$ cat config.mk
export PLATFORM = sky130hd
export DESIGN_NAME = sst_trigger_select
export DESIGN_NICKNAME = d
export VERILOG_FILES = /design/src/sst_pkg.sv /design/src/sst_cond_if.sv /design/src/sst_cond_eval.sv /design/src/sst_trigger_select.sv
export SDC_FILE = /design/constraint.sdc
export NUM_CORES = 1
export LEC_CHECK = 0
export ABC_CLOCK_PERIOD_IN_PS = 9900
export BUFFER_PORTS_ARGS = -buffer_cell sky130_fd_sc_hd__buf_2
export CAP_MARGIN = 15
export CORE_MARGIN = 8
export CORE_UTILIZATION = 55
export DETAILED_ROUTE_END_ITERATION = 7
export MAX_ROUTING_LAYER = met4
export PLACE_DENSITY = 0.82
export RECOVER_POWER = 50
export SLEW_MARGIN = 5
export SYNTH_ARGS = -nofsm -noshare
export SYNTH_HDL_FRONTEND = slang
export SYNTH_SLANG_ARGS = --single-unit
$ cat constraint.sdc
create_clock -name clk_sys_in -period 9.9 [get_ports clk_sys_in]
set_input_delay 0 -clock clk_sys_in [delete_from_list [all_inputs] [get_ports clk_sys_in]]
set_output_delay 0 -clock clk_sys_in [all_outputs]
set_load 0.01 [all_outputs]
$ cat src/sst_pkg.sv
// Constants, register map and state type for the sequence trigger selector
package sst_pkg;
    // Bus and field widths
    localparam int DATA_W  = 32;
    localparam int ADDR_W  = 4;
    localparam int CODE_W  = 8;
    localparam int STATE_W = 3;
    localparam int AN_W    = 16;
    localparam int DELAY_W = 16;
    localparam int FBW_W   = 16;
    localparam int DIN_N   = 5;
    localparam int FBW_N   = 7;

    // Register word addresses
    localparam logic [3:0] REG_CTRL      = 4'h0;
    localparam logic [3:0] REG_LIMIT_ONE = 4'h1;
    localparam logic [3:0] REG_LIMIT_TWO = 4'h2;
    localparam logic [3:0] REG_DELAY     = 4'h3;
    localparam logic [3:0] REG_FIELDBUS  = 4'h4;
    localparam logic [3:0] REG_STATUS    = 4'h5;

    // Field positions
    localparam int CTRL_ADV_LSB     = 0;
    localparam int CTRL_JUMP_LSB    = 8;
    localparam int CTRL_TARGET_LSB  = 16;
    localparam int CTRL_RESTART_BIT = 31;
    localparam int LIMIT_LOW_LSB    = 0;
    localparam int LIMIT_HIGH_LSB   = 16;
    localparam int STAT_STATE_LSB   = 0;
    localparam int STAT_DLY_BIT     = 3;
    localparam int STAT_ADV_BIT     = 4;
    localparam int STAT_JUMP_BIT    = 5;
    localparam int STAT_DIN_LSB     = 6;

    // Reset values
    localparam logic [CODE_W-1:0]  CODE_RESET  = 8'h00;
    localparam logic [STATE_W-1:0] TGT_RESET   = 3'h0;
    localparam logic [AN_W-1:0]    LIMIT_RESET = 16'h0000;
    localparam logic [DELAY_W-1:0] DELAY_RESET = 16'h0000;
    localparam logic [FBW_W-1:0]   FBW_RESET   = 16'h0000;

    // Selection codes (51, 52, 53, 57, 61, 66, 70, 76)
    localparam logic [CODE_W-1:0] CODE_NEAR_REF  = 8'h33;
    localparam logic [CODE_W-1:0] CODE_ON_REF    = 8'h34;
    localparam logic [CODE_W-1:0] CODE_AI_DI5    = 8'h35;
    localparam logic [CODE_W-1:0] CODE_AI_DI4    = 8'h39;
    localparam logic [CODE_W-1:0] CODE_DLY_DI    = 8'h3D;
    localparam logic [CODE_W-1:0] CODE_DLY_AI    = 8'h42;
    localparam logic [CODE_W-1:0] CODE_FBW_FIRST = 8'h46;
    localparam logic [CODE_W-1:0] CODE_FBW_LAST  = 8'h4C;

    // Reference windows in percent of maximum reference
    localparam int NEAR_PCT = 4;
    localparam int ON_PCT   = 1;
    localparam int PCT_FULL = 100;

    // Delay timer resolution: one count is 0.1 s
    localparam int CLK_PERIOD_NS     = 10;
    localparam int DELAY_TICK_NS     = 100_000_000;
    localparam int DELAY_TICK_CYCLES = DELAY_TICK_NS / CLK_PERIOD_NS;

    // Sequence states, Gray coded along 1..8
    typedef enum logic [STATE_W-1:0] {
        SST_S1 = 3'h0, SST_S2 = 3'h1, SST_S3 = 3'h3, SST_S4 = 3'h2,
        SST_S5 = 3'h6, SST_S6 = 3'h7, SST_S7 = 3'h5, SST_S8 = 3'h4
    } sst_state_t;
endpackage : sst_pkg

$ cat src/sst_cond_if.sv
// Bundle of trigger conditions shared with the decoder; all registered except dly_done
`timescale 1ns/10ps
interface sst_cond_if;
    logic                      near_ref;
    logic                      on_ref;
    logic                      ai1_lt_lo1;
    logic                      ai1_lt_lo2;
    logic                      ai1_gt_hi1;
    logic                      ai1_gt_hi2;
    logic                      ai2_gt_hi2;
    logic                      ai2_lt_lo2;
    logic                      dly_done;
    logic [sst_pkg::DIN_N-1:0] din;
    logic [sst_pkg::FBW_N-1:0] fbw;

    modport src (output near_ref, on_ref, ai1_lt_lo1, ai1_lt_lo2,
                 ai1_gt_hi1, ai1_gt_hi2, ai2_gt_hi2, ai2_lt_lo2,
                 dly_done, din, fbw);
    modport sink (input near_ref, on_ref, ai1_lt_lo1, ai1_lt_lo2,
                  ai1_gt_hi1, ai1_gt_hi2, ai2_gt_hi2, ai2_lt_lo2,
                  dly_done, din, fbw);
endinterface : sst_cond_if

$ cat src/sst_cond_eval.sv
// Decoder from a selection code to one trigger condition
`timescale 1ns/10ps
module sst_cond_eval (
    input  wire logic [sst_pkg::CODE_W-1:0] code_in,
    sst_cond_if.sink                        cond,
    output logic                            hit_out
);
    logic [sst_pkg::CODE_W-1:0] off;
    logic [3:0]                 ai1_cmp;

    // First-input comparisons in low1, low2, high1, high2 order
    assign ai1_cmp = {cond.ai1_gt_hi2, cond.ai1_gt_hi1,
                      cond.ai1_lt_lo2, cond.ai1_lt_lo1};

    // Code table; codes outside the handled range never trigger
    always_comb begin
        hit_out = 1'b0;
        off     = sst_pkg::CODE_W'(8'h00);
        if (code_in == sst_pkg::CODE_NEAR_REF) begin
            hit_out = cond.near_ref;
        end else if (code_in == sst_pkg::CODE_ON_REF) begin
            hit_out = cond.on_ref;
        end else if (code_in >= sst_pkg::CODE_AI_DI5 &&
                     code_in <  sst_pkg::CODE_AI_DI4) begin
            off     = code_in - sst_pkg::CODE_AI_DI5;
            hit_out = ai1_cmp[off[1:0]] & cond.din[4];
        end else if (code_in >= sst_pkg::CODE_AI_DI4 &&
                     code_in <  sst_pkg::CODE_DLY_DI) begin
            off     = code_in - sst_pkg::CODE_AI_DI4;
            hit_out = ai1_cmp[off[1:0]] & cond.din[3];
        end else if (code_in >= sst_pkg::CODE_DLY_DI &&
                     code_in <  sst_pkg::CODE_DLY_AI) begin
            off     = code_in - sst_pkg::CODE_DLY_DI;
            hit_out = cond.dly_done & cond.din[off[2:0]];
        end else if (code_in >= sst_pkg::CODE_DLY_AI &&
                     code_in <  sst_pkg::CODE_FBW_FIRST) begin
            off = code_in - sst_pkg::CODE_DLY_AI;
            case (off[1:0])
                2'h0:    hit_out = cond.dly_done & cond.ai2_gt_hi2;
                2'h1:    hit_out = cond.dly_done & cond.ai2_lt_lo2;
                2'h2:    hit_out = cond.dly_done & cond.ai1_gt_hi1;
                default: hit_out = cond.dly_done & cond.ai1_lt_lo1;
            endcase
        end else if (code_in >= sst_pkg::CODE_FBW_FIRST &&
                     code_in <= sst_pkg::CODE_FBW_LAST) begin
            off     = code_in - sst_pkg::CODE_FBW_FIRST;
            hit_out = cond.fbw[off[2:0]];
        end
    end
endmodule : sst_cond_eval

$ cat src/sst_trigger_select.sv
// Trigger source selection for state one of the sequence machine
//
// Notes on behaviour
// - Code 51 requests a change when speed is within 4% of max ref.
// - Code 52 requests a change when speed is within 1% of max ref.
// - Codes 53..56 compare input one to low1/low2/high1/high2, and input five.
// - Codes 57..60 are the same comparisons gated by input four.
// - Codes 61..65 need the delay elapsed and input one..five active.
// - Codes 66..69 need the delay elapsed and one analog comparison.
// - Codes 70..76 take bits 0..6 of the fieldbus value word.
// - A jump trigger wins over the advance trigger when both hold.
`timescale 1ns/10ps
module sst_trigger_select #(
    parameter int TICK_CYCLES = sst_pkg::DELAY_TICK_CYCLES
) (
    input  wire logic                            clk_sys_in,
    input  wire logic                            rst_b_in,
    input  wire logic [sst_pkg::ADDR_W-1:0]      addr_in,
    input  wire logic [sst_pkg::DATA_W-1:0]      wdata_in,
    input  wire logic                            wr_in,
    input  wire logic                            rd_in,
    output logic      [sst_pkg::DATA_W-1:0]      rdata_out,
    input  wire logic [sst_pkg::DIN_N-1:0]       digital_input_in,
    input  wire logic [sst_pkg::AN_W-1:0]        analog_input_one_in,
    input  wire logic [sst_pkg::AN_W-1:0]        analog_input_two_in,
    input  wire logic [sst_pkg::AN_W-1:0]        speed_in,
    input  wire logic [sst_pkg::AN_W-1:0]        reference_in,
    input  wire logic [sst_pkg::AN_W-1:0]        max_reference_in,
    output logic      [sst_pkg::STATE_W-1:0]     seq_state_out,
    output logic                                 advance_out,
    output logic                                 jump_out,
    output logic                                 delay_elapsed_out
);
    localparam int PROD_W = sst_pkg::AN_W + 7;
    localparam int TICK_W = $clog2(TICK_CYCLES + 1);
    localparam logic [TICK_W-1:0] TICK_LAST = TICK_W'(TICK_CYCLES - 1);

    // Software registers
    logic [sst_pkg::CODE_W-1:0]  advance_trigger_select;
    logic [sst_pkg::CODE_W-1:0]  jump_trigger_select;
    logic [sst_pkg::STATE_W-1:0] jump_target;
    logic                        restart;
    logic [sst_pkg::AN_W-1:0]    low_limit_one;
    logic [sst_pkg::AN_W-1:0]    high_limit_one;
    logic [sst_pkg::AN_W-1:0]    low_limit_two;
    logic [sst_pkg::AN_W-1:0]    high_limit_two;
    logic [sst_pkg::DELAY_W-1:0] state_change_delay_time;
    logic [sst_pkg::FBW_W-1:0]   fieldbus_value_word;

    // Sequencer and timer state
    sst_pkg::sst_state_t         state;
    sst_pkg::sst_state_t         next_state;
    logic                        entry;
    logic [TICK_W-1:0]           tick_cnt;
    logic [sst_pkg::DELAY_W-1:0] delay_cnt;
    logic                        adv_hit;
    logic                        jump_hit;

    // Input synchronisers and reference error
    logic [sst_pkg::DIN_N-1:0]   din_meta;
    logic [sst_pkg::DIN_N-1:0]   din_sync;
    logic [sst_pkg::AN_W-1:0]    ref_err;
    logic [PROD_W-1:0]           err_scaled;
    logic [PROD_W-1:0]           near_lim;
    logic [PROD_W-1:0]           on_lim;

    sst_cond_if cond ();

    // Write decode; restart is a one-cycle action, not stored
    always_ff @(posedge clk_sys_in) begin
        if (!rst_b_in) begin
            advance_trigger_select  <= sst_pkg::CODE_RESET;
            jump_trigger_select     <= sst_pkg::CODE_RESET;
            jump_target             <= sst_pkg::TGT_RESET;
            restart                 <= 1'b0;
            low_limit_one           <= sst_pkg::LIMIT_RESET;
            high_limit_one          <= sst_pkg::LIMIT_RESET;
            low_limit_two           <= sst_pkg::LIMIT_RESET;
            high_limit_two          <= sst_pkg::LIMIT_RESET;
            state_change_delay_time <= sst_pkg::DELAY_RESET;
            fieldbus_value_word     <= sst_pkg::FBW_RESET;
        end else begin
            restart <= wr_in && addr_in == sst_pkg::REG_CTRL &&
                       wdata_in[sst_pkg::CTRL_RESTART_BIT];
            if (wr_in) begin
                case (addr_in)
                    sst_pkg::REG_CTRL: begin
                        advance_trigger_select <= wdata_in[
                            sst_pkg::CTRL_ADV_LSB +: sst_pkg::CODE_W];
                        jump_trigger_select <= wdata_in[
                            sst_pkg::CTRL_JUMP_LSB +: sst_pkg::CODE_W];
                        jump_target <= wdata_in[
                            sst_pkg::CTRL_TARGET_LSB +: sst_pkg::STATE_W];
                    end
                    sst_pkg::REG_LIMIT_ONE: begin
                        low_limit_one  <= wdata_in[
                            sst_pkg::LIMIT_LOW_LSB +: sst_pkg::AN_W];
                        high_limit_one <= wdata_in[
                            sst_pkg::LIMIT_HIGH_LSB +: sst_pkg::AN_W];
                    end
                    sst_pkg::REG_LIMIT_TWO: begin
                        low_limit_two  <= wdata_in[
                            sst_pkg::LIMIT_LOW_LSB +: sst_pkg::AN_W];
                        high_limit_two <= wdata_in[
                            sst_pkg::LIMIT_HIGH_LSB +: sst_pkg::AN_W];
                    end
                    sst_pkg::REG_DELAY: begin
                        state_change_delay_time <=
                            wdata_in[sst_pkg::DELAY_W-1:0];
                    end
                    sst_pkg::REG_FIELDBUS: begin
                        fieldbus_value_word <= wdata_in[sst_pkg::FBW_W-1:0];
                    end
                    default: begin
                    end
                endcase
            end
        end
    end

    // Read mux; data stands one cycle after the strobe, else zero
    always_ff @(posedge clk_sys_in) begin
        if (!rst_b_in) begin
            rdata_out <= '0;
        end else begin
            rdata_out <= '0;
            if (rd_in) begin
                case (addr_in)
                    sst_pkg::REG_CTRL: begin
                        rdata_out[sst_pkg::CTRL_ADV_LSB +: sst_pkg::CODE_W]
                            <= advance_trigger_select;
                        rdata_out[sst_pkg::CTRL_JUMP_LSB +: sst_pkg::CODE_W]
                            <= jump_trigger_select;
                        rdata_out[sst_pkg::CTRL_TARGET_LSB +:
                                  sst_pkg::STATE_W] <= jump_target;
                    end
                    sst_pkg::REG_LIMIT_ONE: begin
                        rdata_out <= {high_limit_one, low_limit_one};
                    end
                    sst_pkg::REG_LIMIT_TWO: begin
                        rdata_out <= {high_limit_two, low_limit_two};
                    end
                    sst_pkg::REG_DELAY: begin
                        rdata_out[sst_pkg::DELAY_W-1:0] <=
                            state_change_delay_time;
                    end
                    sst_pkg::REG_FIELDBUS: begin
                        rdata_out[sst_pkg::FBW_W-1:0] <= fieldbus_value_word;
                    end
                    sst_pkg::REG_STATUS: begin
                        rdata_out[sst_pkg::STAT_STATE_LSB +:
                                  sst_pkg::STATE_W] <= seq_state_out;
                        rdata_out[sst_pkg::STAT_DLY_BIT]  <= cond.dly_done;
                        rdata_out[sst_pkg::STAT_ADV_BIT]  <= adv_hit;
                        rdata_out[sst_pkg::STAT_JUMP_BIT] <= jump_hit;
                        rdata_out[sst_pkg::STAT_DIN_LSB +: sst_pkg::DIN_N]
                            <= din_sync;
                    end
                    default: begin
                    end
                endcase
            end
        end
    end

    // Two-stage synchroniser per digital input pin
    genvar gi;
    generate
        for (gi = 0; gi < sst_pkg::DIN_N; gi++) begin : g_din
            always_ff @(posedge clk_sys_in) begin
                if (!rst_b_in) begin
                    din_meta[gi] <= 1'b0;
                    din_sync[gi] <= 1'b0;
                end else begin
                    din_meta[gi] <= digital_input_in[gi];
                    din_sync[gi] <= din_meta[gi];
                end
            end
        end
    endgenerate

    // Reference error scaled to percent against the windows
    assign ref_err    = (speed_in >= reference_in) ?
                        speed_in - reference_in : reference_in - speed_in;
    assign err_scaled = PROD_W'(ref_err) * PROD_W'(sst_pkg::PCT_FULL);
    assign near_lim   = PROD_W'(max_reference_in) *
                        PROD_W'(sst_pkg::NEAR_PCT);
    assign on_lim     = PROD_W'(max_reference_in) * PROD_W'(sst_pkg::ON_PCT);

    // Registered comparator flags for the decoders
    always_ff @(posedge clk_sys_in) begin
        if (!rst_b_in) begin
            cond.near_ref   <= 1'b0;
            cond.on_ref     <= 1'b0;
            cond.ai1_lt_lo1 <= 1'b0;
            cond.ai1_lt_lo2 <= 1'b0;
            cond.ai1_gt_hi1 <= 1'b0;
            cond.ai1_gt_hi2 <= 1'b0;
            cond.ai2_gt_hi2 <= 1'b0;
            cond.ai2_lt_lo2 <= 1'b0;
        end else begin
            cond.near_ref   <= err_scaled <= near_lim;
            cond.on_ref     <= err_scaled <= on_lim;
            cond.ai1_lt_lo1 <= analog_input_one_in < low_limit_one;
            cond.ai1_lt_lo2 <= analog_input_one_in < low_limit_two;
            cond.ai1_gt_hi1 <= analog_input_one_in > high_limit_one;
            cond.ai1_gt_hi2 <= analog_input_one_in > high_limit_two;
            cond.ai2_gt_hi2 <= analog_input_two_in > high_limit_two;
            cond.ai2_lt_lo2 <= analog_input_two_in < low_limit_two;
        end
    end

    assign cond.din      = din_sync;
    assign cond.fbw      = fieldbus_value_word[sst_pkg::FBW_N-1:0];
    assign cond.dly_done = delay_cnt >= state_change_delay_time;

    sst_cond_eval u_adv (
        .code_in (advance_trigger_select),
        .cond    (cond),
        .hit_out (adv_hit)
    );

    sst_cond_eval u_jump (
        .code_in (jump_trigger_select),
        .cond    (cond),
        .hit_out (jump_hit)
    );

    // Next state: jump before advance, evaluated only in state one
    always_comb begin
        next_state = state;
        entry      = 1'b0;
        if (restart) begin
            next_state = sst_pkg::SST_S1;
            entry      = 1'b1;
        end else if (state == sst_pkg::SST_S1) begin
            if (jump_hit) begin
                next_state = sst_pkg::sst_state_t'(
                    jump_target ^ (jump_target >> 1));
                entry      = 1'b1;
            end else if (adv_hit) begin
                next_state = sst_pkg::SST_S2;
            end
        end
    end

    // Sequence state and its numeric copy for the outputs
    always_ff @(posedge clk_sys_in) begin
        if (!rst_b_in) begin
            state         <= sst_pkg::SST_S1;
            seq_state_out <= sst_pkg::TGT_RESET;
            advance_out   <= 1'b0;
            jump_out      <= 1'b0;
        end else begin
            state       <= next_state;
            advance_out <= !restart && state == sst_pkg::SST_S1 &&
                           !jump_hit && adv_hit;
            jump_out    <= !restart && state == sst_pkg::SST_S1 &&
                           jump_hit;
            if (restart) begin
                seq_state_out <= sst_pkg::TGT_RESET;
            end else if (state == sst_pkg::SST_S1 && jump_hit) begin
                seq_state_out <= jump_target;
            end else if (state == sst_pkg::SST_S1 && adv_hit) begin
                seq_state_out <= 3'h1;
            end
        end
    end

    // Delay timer in 0.1 s counts, cleared on every entry into state one
    always_ff @(posedge clk_sys_in) begin
        if (!rst_b_in) begin
            tick_cnt          <= '0;
            delay_cnt         <= '0;
            delay_elapsed_out <= 1'b0;
        end else begin
            delay_elapsed_out <= cond.dly_done && state == sst_pkg::SST_S1;
            if (entry || state != sst_pkg::SST_S1) begin
                tick_cnt  <= '0;
                delay_cnt <= '0;
            end else if (tick_cnt == TICK_LAST) begin
                tick_cnt <= '0;
                if (!cond.dly_done) begin
                    delay_cnt <= delay_cnt + 1'b1;
                end
            end else begin
                tick_cnt <= tick_cnt + 1'b1;
            end
        end
    end
endmodule : sst_trigger_select

=== Yosys cells after proc, flatten, opt, wreduce, memory -nomap -nowiden ===
Index checks and enable logic that the tools add are counted.

* Bits of input ports: 125
* Output and inout port bits: 38
* Logic and storage cells: 200
* Register bits: 215

* Bitwise logic cells: 13
* $mul: 1
* Equality and inequality tests: 14
* Reduce and logical (&&, ||, !) cells: 40
* $add $sub $neg: 14
* $lt $le $gt $ge: 38
* Mux-type cells: 44

{| class="wikitable"
|+ Operators with widths
! operator !! number
|-
| case mux 11 bit (6 select lines) || 1
|-
| >= comparator 8 x 6 -> 1 bit, second input constant || 6
|-
| greater-than comparator 16 bit || 3
|-
| less-than comparator 16 bit || 3
|-
| == test 8 x 6 -> 1 bit, second input constant || 4
|-
| >= comparator 16 bit || 2
|-
| >= comparator 8 x 7 -> 1 bit, second input constant || 4
|-
| less-than comparator 8 x 6 -> 1 bit, second input constant || 4
|-
| less-than comparator 8 x 7 -> 1 bit, second input constant || 4
|-
| subtractor 16 bit || 2
|-
| case mux 13 bit (2 select lines) || 1
|-
| 2-to-1 mux 1 bit || 25
|-
| case mux 5 bit (5 select lines) || 1
|-
| adder 24 x 1 -> 24 bit, second input constant || 1
|-
| == test 24 bit, second input constant || 1
|-
| less-or-equal comparator 23 x 16 -> 1 bit || 1
|-
| less-or-equal comparator 23 x 18 -> 1 bit || 1
|-
| multiplier 16 x 5 -> 21 bit, second input constant || 1
|-
| logical AND 1 bit || 19
|-
| adder 16 x 1 -> 16 bit, second input constant || 1
|-
| less-or-equal comparator 8 x 7 -> 1 bit, second input constant || 2
|-
| less-than comparator 3 x 4 -> 1 bit, second input constant || 4
|-
| 2-to-1 mux 16 bit || 1
|-
| AND reduction 2 bit || 8
|-
| 26 further kinds || 64
|}

=== Logic depth before layout (Yosys ltp) ===
Gate-level depths: netlist of the first run.

* Word-level depth: 15
* Depth in mapped cells: 31

=== Cells and area by module ===
Synthesis of the first run repeated with hierarchy kept, for this count alone.

* Cells, all modules: 1925
* Area, all modules: 15825.2 um^2

{| class="wikitable"
|+ By module, submodules not included
! module !! area each (um^2) !! instances !! seq. area each (um^2) !! cells an instance
|-
| sst_trigger_select || 14809.2 || 1 || 4304.1 || 1805
|-
| sst_cond_eval || 508.0 || 2 || 0.0 || 60
|}

=== Least setup slack after synthesis of the first run ===
Ideal clock, no wire load.

* Path type: input to register
* From: input port speed_in[0] (netlist name)
* To: register cond.near_ref
* Setup slack: 4.300 ns
* Arrival: 5.526 ns
* Stages on the path: 30
* Data required time: 9.826 ns
* Library setup time: 0.074 ns
* Path buffers: 1
* Cells stage by stage: inv_1 ha_1 inv_1 fa_1 nand3_2 a2111oi_4 nor4_2 o31ai_4 buf_2 mux2i_1 o21ai_1 xor2_1 ha_1 ha_1 inv_1 fa_1 inv_1 ha_1 o21ai_0 nand2b_1 a21oi_1 a21oi_1 a2111oi_0 or4b_2 a21oi_1 ha_1 nand4_1 nor4_1 a21oi_1 a31oi_1

* Cells in the longest elaborated chain, start to end: 4
* Elaborated cells between the ends (all ways): 6
* Classes of those cells: add/sub (2); mul (1); order compare (2); mux (1)

{| class="wikitable"
|+ Ends and longest elaborated chain
! element !! RTL line !! text
|-
| start, declared || sst_trigger_select.sv:26 || <nowiki>input wire logic [sst_pkg::AN_W-1:0] speed_in,</nowiki>
|-
| subtractor 16 bit / >= comparator 16 bit (equally long branches) || sst_trigger_select.sv:184, sst_trigger_select.sv:183 ||
|-
| 2-to-1 mux 16 bit (*) || sst_trigger_select.sv:183 || <nowiki>assign ref_err = (speed_in >= reference_in) ?</nowiki>
|-
| multiplier 16 x 5 -> 21 bit (*) || sst_trigger_select.sv:185 || <nowiki>assign err_scaled = PROD_W'(ref_err) * PROD_W'(sst_pkg::PCT_FULL);</nowiki>
|-
| less-or-equal comparator 23 x 18 -> 1 bit (*) || sst_trigger_select.sv:202 || <nowiki>cond.near_ref <= err_scaled <= near_lim;</nowiki>
|-
| end signal, assigned || sst_trigger_select.sv:202 ||
|-
| end, declared || sst_cond_if.sv:4 || <nowiki>logic near_ref;</nowiki>
|}

Mark *: on every way between the ends. The rest lies on a longest branch, timed or not.
A chain may end at the register's enable or synchronous reset.

=== Worst setup path in the final report of the first run ===
* From: input port speed_in[9] (netlist name)
* To: register cond.near_ref

The elaborated chain is that of the path after synthesis.

==> results of run 1 <==
## logic make-up (layout without fill, tap and decap cells)
| family | count (synthesis) | after routing |
|---|---|---|
| other | 0 | 2 |
| adder cells (fa/ha/maj) | 255 | 255 |
| flip-flops | 215 | 215 |
| XOR/XNOR | 69 | 69 |
| buffers and inverters | 270 | 455 |
| AO/OA/AOI/OAI | 508 | 508 |
| AND/OR/NAND/NOR | 639 | 639 |
| multiplexers | 29 | 29 |
## per-layer routing
metal | routed length (um) | GRT usage [%]
met3 | 2970 | 3.45
met2 | 21900 | 43.9
met4 | 1830 | 10.8
met1 | 19300 | 30.9
met5 | 0 | -
## final cells by class
class / instances / share of cell area [%]
antenna: 2 / 0.0273
clock buffer: 36 / 3.80
clock inverter: 7 / 0.526
inverter: 187 / 3.84
multi-input combinational: 1500 / 58.3
sequential: 215 / 23.5
tap: 384 / 2.63
timing repair buffer: 225 / 7.41
## critical path: stages
cell and delay, ns:
buf_2 0.09, inv_1 0.04, ha_1 0.56, a21oi_1 0.15, o21ai_1 0.29, o21ai_1 0.18
o31ai_4 0.31, buf_4 0.33, mux2i_1 0.41, o21a_1 0.24, xnor2_1 0.22, ha_1 0.30
ha_1 0.27, inv_1 0.05, fa_1 0.54, inv_1 0.05, ha_1 0.34, o21ai_0 0.10
nand2b_1 0.07, a21oi_1 0.19, a21oi_1 0.12, a2111oi_0 0.49, or4b_2 0.21, a21oi_1 0.08
ha_1 0.19, a2111oi_0 0.50, nand4b_1 0.15, a31oi_1 0.19
## state kept, by name, summed over array words and instances (netlist names), 3 cells and up
name	count
state	3
delay_cnt	16
state_change_delay_time	16
seq_state_out	3
jump_trigger_select	8
fieldbus_value_word	16
high_limit_one	16
rdata_out	32
low_limit_two	16
advance_trigger_select	8
low_limit_one	16
cond.din	5
jump_target	3
tick_cnt	24
din_meta	5
high_limit_two	16
## path summary, 6_finish.rpt
path / start / to / slack, ns
max: speed_in[9] / cond.near_ref$_SDFF_PN0_ / 3.68
min: max_reference_in[10] / cond.near_ref$_SDFF_PN0_ / 0.03
max reg2reg: state_change_delay_time[13]$_SDFFE_PN0P_ / tick_cnt[21]$_SDFF_PP0_ / 6.11
min reg2reg: din_meta[3]$_SDFF_PN0_ / cond.din[3]$_SDFF_PN0_ / 0.43
## what timing repair did
item | in CTS | in global routing
setup endpoints to repair | 0 | 0
hold buffers | 52 | 0
endpoints found under the hold margin | 148 | 0
## cells in the final DEF (no fill, tap or decap), drive strengths merged, types with 17 or more instances in the layout
cell and instances:
dfxtp 215, mux2i 19, nand2 318, nand3 34, nor2 116, dlygate4sd3 52, xnor2 35, a21o 61
o21ai 65, ha 242, o21a 25, and2 17, inv 187, clkbuf 78, a21boi 115, nand2b 19
nand4 48, a21oi 115, buf 131, a22oi 41, xor2 34
## power breakdown
group | leakage, nW | internal [mW] | switching (mW) | total, mW
Clock | 0.391 | 0.537 | 0.360 | 0.897
Combinational | 5.45 | 0.923 | 1.19 | 2.11
Sequential | 1.74 | 0.878 | 0.0155 | 0.894
Total | 7.58 | 2.34 | 1.56 | 3.90
==> key figures, run 1 <==
CTS
  – Root buf cell: clkbuf_16
  – Clock-pin slew on the worst setup and hold paths: 0.06 ns
  – Deepest level of the CTS H-tree: 1
  – Setup fix buffers added after clock tree synthesis: 0
  – Number of clock sinks seen by CTS: about 220
  – Clk buf depth: 3
  – Insertion delay of the later-clocked pin in the worst-skew pair: around 0.53 ns
  – Post-CTS Resized: 0
  – TritonCTS clock tree: yes
  – TritonCTS buffer count: 24

Critical path
  – Largest fanout on the critical path: 24
  – Start-to-end type of the worst setup path: in -> reg
  – CP Launch Type: input pin
  – Critical path arrival: around 6.7 ns
  – Required time at the worst-slack endpoint: 10.35 ns
  – Worst Reg-to-Reg Cells: 10
  – Critical Path Sink Type: flip-flop

STA
  – Minimum clock period after layout: 6.22 ns
  – Upper clock frequency limit: 161 MHz
  – Slew of the pin with the lowest slew margin: 3.86 ns
  – Total negative slack: 0 ns
  – Slew HR: -157%
  – Setup repair after global routing missed its margin: false
  – Number of setup violations in the final report: 0
  – Post-route clock period utilization: between 60 and 70%
  – Final Hold Violating Endpoints: 0
  – Worst hold slack: ~0.028 ns
  – Number of max-slew violations in the final report: about 170
  – Setup slack after layout: roughly 3.7 ns
  – Worst clock skew: 0.0272 ns

Global routing
  – Vias in the first global route: 15.0k
  – Global route total overflow: 0
  – Total Routing Usage GR: between 20% and 30%
  – Wire length of the first global-routing pass: 74900 um
  – Initial antenna violation count: 2
  – Largest net degree at the start of global routing: 104

Logic synthesis
  – Dominant combinational cell family by area after synthesis: compound AO/OA/AOI/OAI gates
  – List of most frequent post-synthesis cells: 318 x nand2_1, 242 x ha_1, 215 x dfxtp_1, 185 x inv_1, 116 x nor2_1
  – Proportion of register bits with asynchronous set or reset after synthesis: 0%
  – Number of distinct library cells after synthesis: 75
  – Post-Syn Area: 16000 sq um
  – Top flip-flop cell by instance count after synthesis: dfxtp_1
  – Number of enable flip-flop cells after synthesis: 0
  – Share of the synthesized area in compound gates (AO/OA/AOI/OAI): 21.8%
  – Post-synthesis share of cell area spent on xor and xnor gates: 3.77%
  – Synthesized netlist cell count: 1985
  – Portion of the post-synthesis area used by sequential elements: 26.9%
  – Synthesized netlist net count: between 2k and 2.5k
  – Top post-synthesis cells by area: dfxtp_1 27%, ha_1 19%, nand2_1 7.5%, a21boi_0 5.4%, inv_1 4.3%
  – Count of synthesis-stage warnings from yosys: 0
  – Simple logic cell fraction of the synthesized area: 18.1%
  – Most frequent cell after synthesis: nand2_1
  – Cell type with the highest aggregate area in the netlist: dfxtp_1
  – Flip-flop and latch count after synthesis: 215
  – Share of cell area taken by muxes after synthesis: 2.31%
  – Synth Area in Adders: 20.5%
  – Area share of the leading cell type in the synthesized netlist: a little over a quarter
  – Avg Synthesized Cell Area: 8.07 sq um

Route
  – Drc violations: 0
  – DR pass1 iterations: 6
  – Post-Route WL: 45900 um
  – Vias post-DR: 15.0k
  – Remaining antenna violation count: 0
  – Mean number of vias per cell: 5.86
  – Routed wire per std cell: 18.0 um
  – Drt first-iter violations: around 1.3k

Outcome
  – Violations in the final reports: max-capacitance violations, max-slew violations
  – Result of the run: finished, violations left

Cells and area
  – Multi-input gate area in the final layout: 10700 sq um
  – Synth-to-layout area growth: 14.3%
  – Non-Filler Cell Area, Final: about 18000 sq um
  – Number of standard cells in the layout, taps in and fillers out: between 2k and 3k
  – Final nets: between 2k and 3k
  – Share of post-route cells with drive strength above 1: under 10%
  – Sequential cell area: roughly 4300 sq um
  – Core utilization of the finished layout: 63.8%
  – Number of fillers in the final layout: 2492

Job
  – Max Cap Viol: 3

Pwr
  – Worst vdd rail ir drop: between 0.0002 and 0.0003 V
  – Static Leakage: approximately 7.6 nW
  – Total power draw: just under 4 mW
  – Power density over the cells: 213 nW/um^2

Floorplan
  – Floorplan die area: 34800 sq um
  – Row cnt: between 60 and 70
  – Top Ports: 163
  – Initial cell density of the core: 55.8%
  – Chip width: between 150 and 200 um
  – Placeable core area: 28700 sq um
  – Die outline height: around 190 um

Place
  – Post-placement setup slack: 3.30 ns
  – Instance count after placement with tap cells included: 2459
  – Placer congestion estimate: 0.942
  – Count of input and output buffers: between 150 and 200
  – Placed standard-cell area: 17000 sq um
  – Half-perimeter wire length after placement: 34700 um

Hold path
  – Kind of path behind the tightest hold check: in -> reg
  – Hold Crit Depth: 5
No activity file was read; power rests on OpenSTA's default activity.
==> run 2: changes to the inputs <==
Settings changed: ABC_AREA from default to 1, ABC_CLOCK_PERIOD_IN_PS 9900 to 5200, PLACE_DENSITY 0.82 to 0.85.
Clock period 9.9 ns to 5.2 ns, I/O delays scaled along.
==> key figures, run 2 <==
Outcome
  – Result of the run: finished, violations left (unchanged)
  – Violations in the final reports: max-capacitance violations, max-slew violations (unchanged)

Pwr
  – Relative contribution of sequential cells to total power: 20.0% (was 22.9%)
  – Total power draw: 8.57 mW (was 3.90 mW)
  – Net switching share of the total power: 39.5% (was 40.1%)
  – Logic gate share of total power: 61.1% (was 54.1%)
  – Power density over the cells: 455 nW/um^2 (was 213 nW/um^2)
  – NetSw: 3.38 mW (was 1.56 mW)
  – Cell-internal power: 5.18 mW (was 2.34 mW)
  – Static Leakage: 8.47 nW (was 7.58 nW)
  – Worst vdd rail ir drop: 0.000536 V (was 0.000257 V)
  – Portion of total power attributed to the clock network: 18.8% (was 23.0%)

Cells and area
  – Leading cell type in the layout, fill and taps excluded: inv_1 (was nand2_1)
  – Largest Register: rdata_out (unchanged)
  – Final nets: 2779 (was 2533)
  – Core utilization of the finished layout: 68.0% (was 63.8%)
  – Number of flip-flops under the largest register name: 32 (unchanged)
  – Registers with the highest flip-flop counts: rdata_out: 32 flops, tick_cnt: 24 flops (unchanged)
  – Non-Filler Cell Area, Final: 18800 sq um (was 18300 sq um)
  – Commonest non-fill, non-tap cells in the layout: 340 x inv_1, 285 x nand2_1, 278 x a21oi_1 (was 318 x nand2_1, 242 x ha_1, 215 x dfxtp_1)
  – Share of post-route cells with drive strength above 1: 15.0% (was 9.03%)
  – Synth-to-layout area growth: 22.1% (was 14.3%)

CTS
  – TritonCTS buffer count: 23 (was 24)
  – Deepest level of the CTS H-tree: 1 (unchanged)
  – Insertion delay of the later-clocked pin in the worst-skew pair: 0.51 ns (was 0.53 ns)
  – TritonCTS clock tree: yes (unchanged)
  – Number of clock sinks seen by CTS: 215 (unchanged)
  – Clk buf depth: 3 (unchanged)
  – Root buf cell: clkbuf_16 (unchanged)
  – Clock-pin slew on the worst setup and hold paths: 0.06 ns (about the same)

STA
  – Worst hold slack: 0.0509 ns (was 0.0280 ns)
  – Minimum clock period after layout: 4.93 ns
  – Post-route clock period utilization: 94.8%
  – Number of max-slew violations in the final report: 40 (was 165)
  – Worst clock skew: 0.0110 ns (was 0.0272 ns)
  – Slew of the pin with the lowest slew margin: 1.65 ns (was 3.86 ns)
  – Upper clock frequency limit: 203 MHz
  – Slew HR: -9.87% (was -157%)
  – Number of setup violations in the final report: 0 (unchanged)
  – Final Hold Violating Endpoints: 0 (unchanged)
  – Total negative slack: 0 ns (unchanged)

Global routing
  – Met1 Track Usage GR: 31.2% (was 30.9%)
  – Total Routing Usage GR: 28.2% (was 26.0%)
  – Largest net degree at the start of global routing: 104 (unchanged)
  – Initial antenna violation count: 1 (was 2)
  – Global routing's busiest layer: met2 (unchanged)
  – Vias in the first global route: 15.8k (was 15.0k)
  – Met2 routing resource usage after global routing: 47.7% (was 43.9%)
  – GR Util met3: 4.58% (was 3.45%)
  – Global route total overflow: 0 (unchanged)
  – Wire length of the first global-routing pass: 76300 um (was 74900 um)

Critical path
  – Critical Path Slowest Stage Cell: fa_1 (was ha_1)
  – Critical path arrival: 5.33 ns (was 6.68 ns)
  – Peak per-stage delay on the critical path: 0.53 ns (was 0.56 ns)
  – Critical Path Sink Type: flip-flop (unchanged)
  – Largest fanout on the critical path: 5 (was 24)
  – Start-to-end type of the worst setup path: in -> reg (unchanged)
  – CP Launch Type: input pin (unchanged)
  – Required time at the worst-slack endpoint: 5.60 ns (was 10.35 ns)

Floorplan
  – Die outline height: 183 um (was 187 um)
  – Chip width: 183 um (was 187 um)
  – Top Ports: 163 (unchanged)
  – Floorplan die area: 33600 sq um (was 34800 sq um)
  – Row cnt: 61 (was 62)
  – Initial cell density of the core: 55.7% (was 55.8%)
  – Placeable core area: 27700 sq um (was 28700 sq um)

Logic synthesis
  – Synthesized netlist cell count: 2093 (was 1985)
  – Most frequent cell after synthesis: inv_1 (was nand2_1)
  – Top flip-flop cell by instance count after synthesis: dfxtp_1 (unchanged)
  – Proportion of register bits with asynchronous set or reset after synthesis: 0% (unchanged)
  – Flip-flop and latch count after synthesis: 215 (unchanged)
  – Top post-synthesis cells by area: dfxtp_1 28%, ha_1 20%, a21oi_1 9.2%, inv_1 8.3%, nand2_1 7.1% (was dfxtp_1 27%, ha_1 19%, nand2_1 7.5%, a21boi_0 5.4%, inv_1 4.3%)
  – Number of enable flip-flop cells after synthesis: 0 (unchanged)
  – Count of synthesis-stage warnings from yosys: 0 (unchanged)
  – Synthesized netlist net count: 2473 (was 2365)
  – Number of distinct library cells after synthesis: 63 (was 75)
  – Cell type with the highest aggregate area in the netlist: dfxtp_1 (unchanged)
  – Portion of the post-synthesis area used by sequential elements: 27.9% (was 26.9%)
  – Area share of the leading cell type in the synthesized netlist: 27.9% (was 26.9%)
  – List of most frequent post-synthesis cells: 341 x inv_1, 293 x nand2_1, 284 x a21oi_1, 242 x ha_1, 215 x dfxtp_1 (was 318 x nand2_1, 242 x ha_1, 215 x dfxtp_1, 185 x inv_1, 116 x nor2_1)
  – Post-Syn Area: 15400 sq um (was 16000 sq um)
  – Avg Synthesized Cell Area: 7.37 sq um (was 8.07 sq um)

Place
  – Half-perimeter wire length after placement: 36100 um (was 34700 um)
  – Placed standard-cell area: 17400 sq um (was 17000 sq um)
  – Placer congestion estimate: 0.992 (was 0.942)
  – Count of input and output buffers: 162 (unchanged)

Route
  – Mean number of vias per cell: 5.68 (was 5.86)
  – Drt first-iter violations: 1490 (was 1253)
  – DR pass1 iterations: 7 (was 6)
  – Post-Route WL: 48200 um (was 45900 um)
  – Vias post-DR: 15.9k (was 15.0k)
  – Remaining antenna violation count: 0 (unchanged)
  – Routed wire per std cell: 17.2 um (was 18.0 um)
  – Drc violations: 0 (unchanged)

Hold path
  – Kind of path behind the tightest hold check: in -> reg (unchanged)

Job
  – Max Cap Viol: 1 (was 3)
[run 2: cell types whose count changed in the layout (fill, tap and decap cells not counted), moves of 54 or more]
cell / change
a21boi_0: -108
buf_4: +115
a21oi_1: +164
a21o_1: -54
inv_1: +155
o21ai_0: +128
[run 2: per-stage QoR]
| step | setup slack, ns | cells |
|---|---|---|
| 6_report | 0.272 | 2795 |
| 5_1_grt | -0.0905 | 2794 |
| 4_1_cts | 0.0377 | 2782 |
| 3_5_place_dp | -0.520 | 2693 |
| 3_3_place_gp | -0.288 | 2693 |
| 2_1_floorplan | 0.0889 | 2093 |
[run 2: repair_timing]
item | in CTS | in global routing
gates resized for setup | 2 | 47
pin swaps | 4 | 24
endpoints found under the setup margin | 1 | 2
hold endpoints to repair | 125 | 0
hold buffers | 48 | 0
setup buffers | 0 | 9
[run 2: kinds of logic (layout without fill, tap and decap cells)]
| kind of cell | count (synthesis) | after routing | synth area share, % |
|---|---|---|---|
| and+or+nand+nor | 568 | 568 | 16.6 |
| muxes | 1 | 1 | 0.0649 |
| xor gates and xnor gates | 48 | 48 | 2.73 |
| AOI/OAI and AO/OA | 597 | 597 | 21.3 |
| DFF | 215 | 215 | 27.9 |
| buffers and inverters | 409 | 731 | 10.1 |
| other | 0 | 2 | 0 |
| adders and majority gates | 255 | 255 | 21.3 |
[run 2: area by class of cell]
class | count | area, sq um
Sequential cell | 215 | 4300
Antenna cell | 2 | 5.00
Inverter | 349 | 1310
Clock buffer | 33 | 663
Timing Repair Buffer | 341 | 2240
Fill cell | 2305 | 8880
Clock inverter | 8 | 71.3
Tap cell | 378 | 473
Multi-Input combinational cell | 1469 | 9760
[run 2: power by group through the flow]
| stage | logic [mW] | clock network [mW] | registers [mW] |
|---|---|---|---|
| detailed placement | 4.68 | 0 | 1.75 |
| finish | 5.24 | 1.61 | 1.71 |
| CTS | 4.76 | 1.62 | 1.71 |
| floorplan | 2.86 | 0 | 1.74 |
| global placement | 4.43 | 0 | 1.75 |
| global route | 5.92 | 1.69 | 1.72 |
[run 2: layer usage]
metal,part of all wire [%],vias to the layer above
li1,-,7679
met1,39,7277
met2,48,722
met3,7.3,200
met4,6.2,0
met5,0,-
[run 2: worst max-delay path, delay by kind of cell]
kind	cells	cell delay, ns
compound gates	9	1.31
simple gates	8	1.00
buf+inv	8	0.69
fa+ha+maj	6	2.02
xor+xnor	2	0.30
[run 2: final timing paths]
path / endpoint / cells past startpoint / startpoint / slack [ns]
setup / recovery: cond.near_ref$_SDFF_PN0_ / 33 / speed_in[13] / 0.27
hold / removal: cond.ai2_lt_lo2$_SDFF_PN0_ / 5 / analog_input_two_in[12] / 0.05
setup reg to reg: tick_cnt[18]$_SDFF_PP0_ / 11 / jump_trigger_select[0]$_SDFFE_PN0P_ / 1.88
hold reg to reg: cond.din[0]$_SDFF_PN0_ / 2 / din_meta[0]$_SDFF_PN0_ / 0.41
==> run 3: changes to the inputs <==
Settings changed: SYNTH_HIERARCHICAL from default to 1.
==> key figures, run 3 <==
Logic synthesis
  – Synthesized netlist cell count: 2369 (was 2093)
  – Area share of the leading cell type in the synthesized netlist: 25.9% (was 27.9%)
  – Count of synthesis-stage warnings from yosys: 6 (was 0)
  – List of most frequent post-synthesis cells: 467 x nand2_1, 397 x inv_1, 282 x a21oi_1, 240 x ha_1, 215 x dfxtp_1 (was 341 x inv_1, 293 x nand2_1, 284 x a21oi_1, 242 x ha_1, 215 x dfxtp_1)
  – Top post-synthesis cells by area: dfxtp_1 26%, ha_1 18%, nand2_1 11%, inv_1 9.0%, a21oi_1 8.5% (was dfxtp_1 28%, ha_1 20%, a21oi_1 9.2%, inv_1 8.3%, nand2_1 7.1%)
  – Share of the synthesized area in compound gates (AO/OA/AOI/OAI): 17.0% (was 21.3%)
  – Post-synthesis share of cell area spent on xor and xnor gates: 2.32% (was 2.73%)
  – Number of distinct library cells after synthesis: 60 (was 63)
  – Top flip-flop cell by instance count after synthesis: dfxtp_1 (unchanged)
  – Cell type with the highest aggregate area in the netlist: dfxtp_1 (unchanged)
  – Simple logic cell fraction of the synthesized area: 23.8% (was 16.6%)
  – Share of cell area taken by muxes after synthesis: 0.121% (was 0.0649%)
  – Number of enable flip-flop cells after synthesis: 0 (unchanged)
  – Proportion of register bits with asynchronous set or reset after synthesis: 0% (unchanged)
  – Post-Syn Area: 16600 sq um (was 15400 sq um)
  – Flip-flop and latch count after synthesis: 215 (unchanged)
  – Dominant combinational cell family by area after synthesis: simple AND/OR/NAND/NOR gates (was adder cells)
  – Portion of the post-synthesis area used by sequential elements: 25.9% (was 27.9%)
  – Avg Synthesized Cell Area: 7.00 sq um (was 7.37 sq um)
  – Most frequent cell after synthesis: nand2_1 (was inv_1)
  – Synthesized netlist net count: 2747 (was 2473)
  – Synth Area in Adders: 19.7% (was 21.3%)

CTS
  – TritonCTS buffer count: 25 (was 23)
  – Clk buf depth: 3 (unchanged)
  – Root buf cell: clkbuf_16 (unchanged)
  – Number of clock sinks seen by CTS: 215 (unchanged)
  – Deepest level of the CTS H-tree: 1 (unchanged)
  – TritonCTS clock tree: yes (unchanged)
  – Insertion delay of the later-clocked pin in the worst-skew pair: 0.54 ns (was 0.51 ns)
  – Clock-pin slew on the worst setup and hold paths: 0.06 ns (about the same)

Route
  – Remaining antenna violation count: 0 (unchanged)
  – DR pass1 iterations: 8 (was 7)
  – Drt first-iter violations: 1544 (was 1490)
  – Routed wire per std cell: 17.2 um (about the same)
  – Mean number of vias per cell: 5.62 (was 5.68)
  – Vias post-DR: 16.8k (was 15.9k)
  – Drc violations: 0 (unchanged)
  – Post-Route WL: 51500 um (was 48200 um)

Critical path
  – Critical path arrival: 5.31 ns (was 5.33 ns)
  – Largest fanout on the critical path: 4 (was 5)
  – Most used cell along the critical path: nand2_1
  – Launch point of the worst path: reference_in[0] (was speed_in[13])
  – CP Launch Type: input pin (unchanged)
  – Critical Path Sink Type: flip-flop (unchanged)
  – Required time at the worst-slack endpoint: 5.67 ns (was 5.60 ns)
  – Peak per-stage delay on the critical path: 0.53 ns (about the same)
  – Critical Path Slowest Stage Cell: fa_1 (unchanged)
  – FF-to-FF Start: state_change_delay_time[15]$_SDFFE_PN0P_ (was jump_trigger_select[0]$_SDFFE_PN0P_)
  – Start-to-end type of the worst setup path: in -> reg (unchanged)

Cells and area
  – Leading cell type in the layout, fill and taps excluded: nand2_1 (was inv_1)
  – Number of flip-flops under the largest register name: 32 (unchanged)
  – Registers with the highest flip-flop counts: rdata_out: 32 flops, tick_cnt: 24 flops (unchanged)
  – Core utilization of the finished layout: 64.5% (was 68.0%)
  – Synth-to-layout area growth: 15.2% (was 22.1%)
  – Commonest non-fill, non-tap cells in the layout: 467 x nand2_1, 398 x inv_1, 282 x a21oi_1 (was 340 x inv_1, 285 x nand2_1, 278 x a21oi_1)
  – Largest Register: rdata_out (unchanged)
  – Share of post-route cells with drive strength above 1: 11.6% (was 15.0%)
  – Number of standard cells in the layout, taps in and fillers out: 2988 (was 2795)
  – Final nets: 2957 (was 2779)

STA
  – Number of setup violations in the final report: 0 (unchanged)
  – Post-route clock period utilization: 93.1% (was 94.8%)
  – Setup repair after global routing missed its margin: false
  – Setup slack after layout: 0.360 ns (was 0.272 ns)
  – Final Hold Violating Endpoints: 0 (unchanged)
  – Minimum clock period after layout: 4.84 ns (was 4.93 ns)
  – Worst hold slack: 0.0448 ns (was 0.0509 ns)
  – Slew of the pin with the lowest slew margin: 1.98 ns (was 1.65 ns)
  – Slew HR: -31.9% (was -9.87%)
  – Worst clock skew: 0.0127 ns (was 0.0110 ns)
  – Upper clock frequency limit: 207 MHz (was 203 MHz)
  – Number of max-slew violations in the final report: 96 (was 40)

Pwr
  – Portion of total power attributed to the clock network: 21.2% (was 18.8%)
  – Worst vdd rail ir drop: 0.000701 V (was 0.000536 V)
  – Relative contribution of sequential cells to total power: 21.0% (was 20.0%)
  – Net switching share of the total power: 45.1% (was 39.5%)
  – Logic gate share of total power: 57.8% (was 61.1%)
  – NetSw: 3.69 mW (was 3.38 mW)
  – Power density over the cells: 428 nW/um^2 (was 455 nW/um^2)
  – Static Leakage: 8.85 nW (was 8.47 nW)
  – Cell-internal power: 4.49 mW (was 5.18 mW)

Floorplan
  – Die outline height: 190 um (was 183 um)
  – Placeable core area: 29600 sq um (was 27700 sq um)
  – Chip width: 190 um (was 183 um)
  – Top Ports: 163 (unchanged)
  – Initial cell density of the core: 56.0% (was 55.7%)
  – Row cnt: 63 (was 61)
  – Floorplan die area: 36000 sq um (was 33600 sq um)

Place
  – Post-placement setup slack: -0.164 ns (was -0.520 ns)
  – Count of input and output buffers: 162 (unchanged)
  – Instance count after placement with tap cells included: 2896 (was 2693)
  – Placer congestion estimate: 0.968 (was 0.992)
  – Half-perimeter wire length after placement: 39200 um (was 36100 um)

Outcome
  – Result of the run: finished, violations left (unchanged)
  – Violations in the final reports: max-capacitance violations, max-slew violations (unchanged)

Hold path
  – Kind of path behind the tightest hold check: in -> reg (unchanged)
  – Hold_sp: analog_input_two_in[14] (was analog_input_two_in[12])

Global routing
  – Largest net degree at the start of global routing: 114 (was 104)
  – Wire length of the first global-routing pass: 83100 um (was 76300 um)
  – Vias in the first global route: 16.7k (was 15.8k)
  – Global route total overflow: 0 (unchanged)
  – Initial antenna violation count: 2 (was 1)
  – Total Routing Usage GR: 28.6% (was 28.2%)

Job
  – Max Cap Viol: 2 (was 1)
run 3: power by group through the flow:
stage | clock network (mW) | registers [mW] | logic [mW]
2_1_floorplan | 0 | 1.74 | 3.31
3_3_place_gp | 0 | 1.75 | 4.45
3_5_place_dp | 0 | 1.75 | 4.55
4_1_cts | 1.74 | 1.71 | 4.61
5_1_grt | 1.82 | 1.72 | 5.45
6_report | 1.73 | 1.72 | 4.73
run 3: critical path: cells and delay by family:
| kind | cells | cell delay, ns |
|---|---|---|
| adders and majority gates | 7 | 2.28 |
| muxes | 1 | 0.24 |
| and+or+nand+nor | 13 | 1.71 |
| xor gates and xnor gates | 1 | 0.17 |
| AOI/OAI and AO/OA | 2 | 0.36 |
| buffers and inverters | 7 | 0.55 |
run 3: worst paths after layout:
kind | end | slack (ns) | depth (start not counted)
setup / recovery | cond.near_ref$_SDFF_PN0_ | 0.36 | 31
hold reg to reg | cond.din[4]$_SDFF_PN0_ | 0.44 | 2
hold / removal | cond.ai2_lt_lo2$_SDFF_PN0_ | 0.04 | 7
setup reg to reg | tick_cnt[7]$_SDFF_PP0_ | 1.36 | 21
run 3: kinds of logic after synthesis:
| group | Yosys count |
|---|---|
| compound gates | 518 |
| mux | 2 |
| xor+xnor | 44 |
| flops | 215 |
| simple gates | 861 |
| buf+inv | 476 |
| fa+ha+maj | 253 |
run 3: layout make-up:
| cell class | count | area, sq um |
|---|---|---|
| repair buffers | 241 | 1460 |
| inverters | 417 | 1570 |
| multi-input cells | 1679 | 10500 |
| well taps | 390 | 488 |
| diodes | 2 | 5.00 |
| clock inverters | 10 | 98.8 |
| fillers | 2558 | 10500 |
| clock buffers | 34 | 709 |
| flip-flops and latches | 215 | 4300 |
run 3: what timing repair did:
item | CTS | global route
hold buffers | 44 | 0
resized for setup | 0 | 4
setup buffers | 0 | 1
setup endpoints to repair | 0 | 2
hold endpoints to repair | 122 | 0
run 3: per-layer routing:
metal	global-route usage, %	routed length [um]
met3	3.26	3540
met2	48.8	24500
met4	14.4	2730
met1	32.9	20800
met5	-	0
run 3: stage by stage:
stage                     total power, mW  cell area (sq um)  setup TNS, ns
final                                8.18              19100              0
after global routing                 8.98              19100              0
after CTS                            8.06              19100              0
after detailed placement             6.30              17900         -0.265
after global placement               6.20              17900              0
after floorplan                      5.05              16600              0
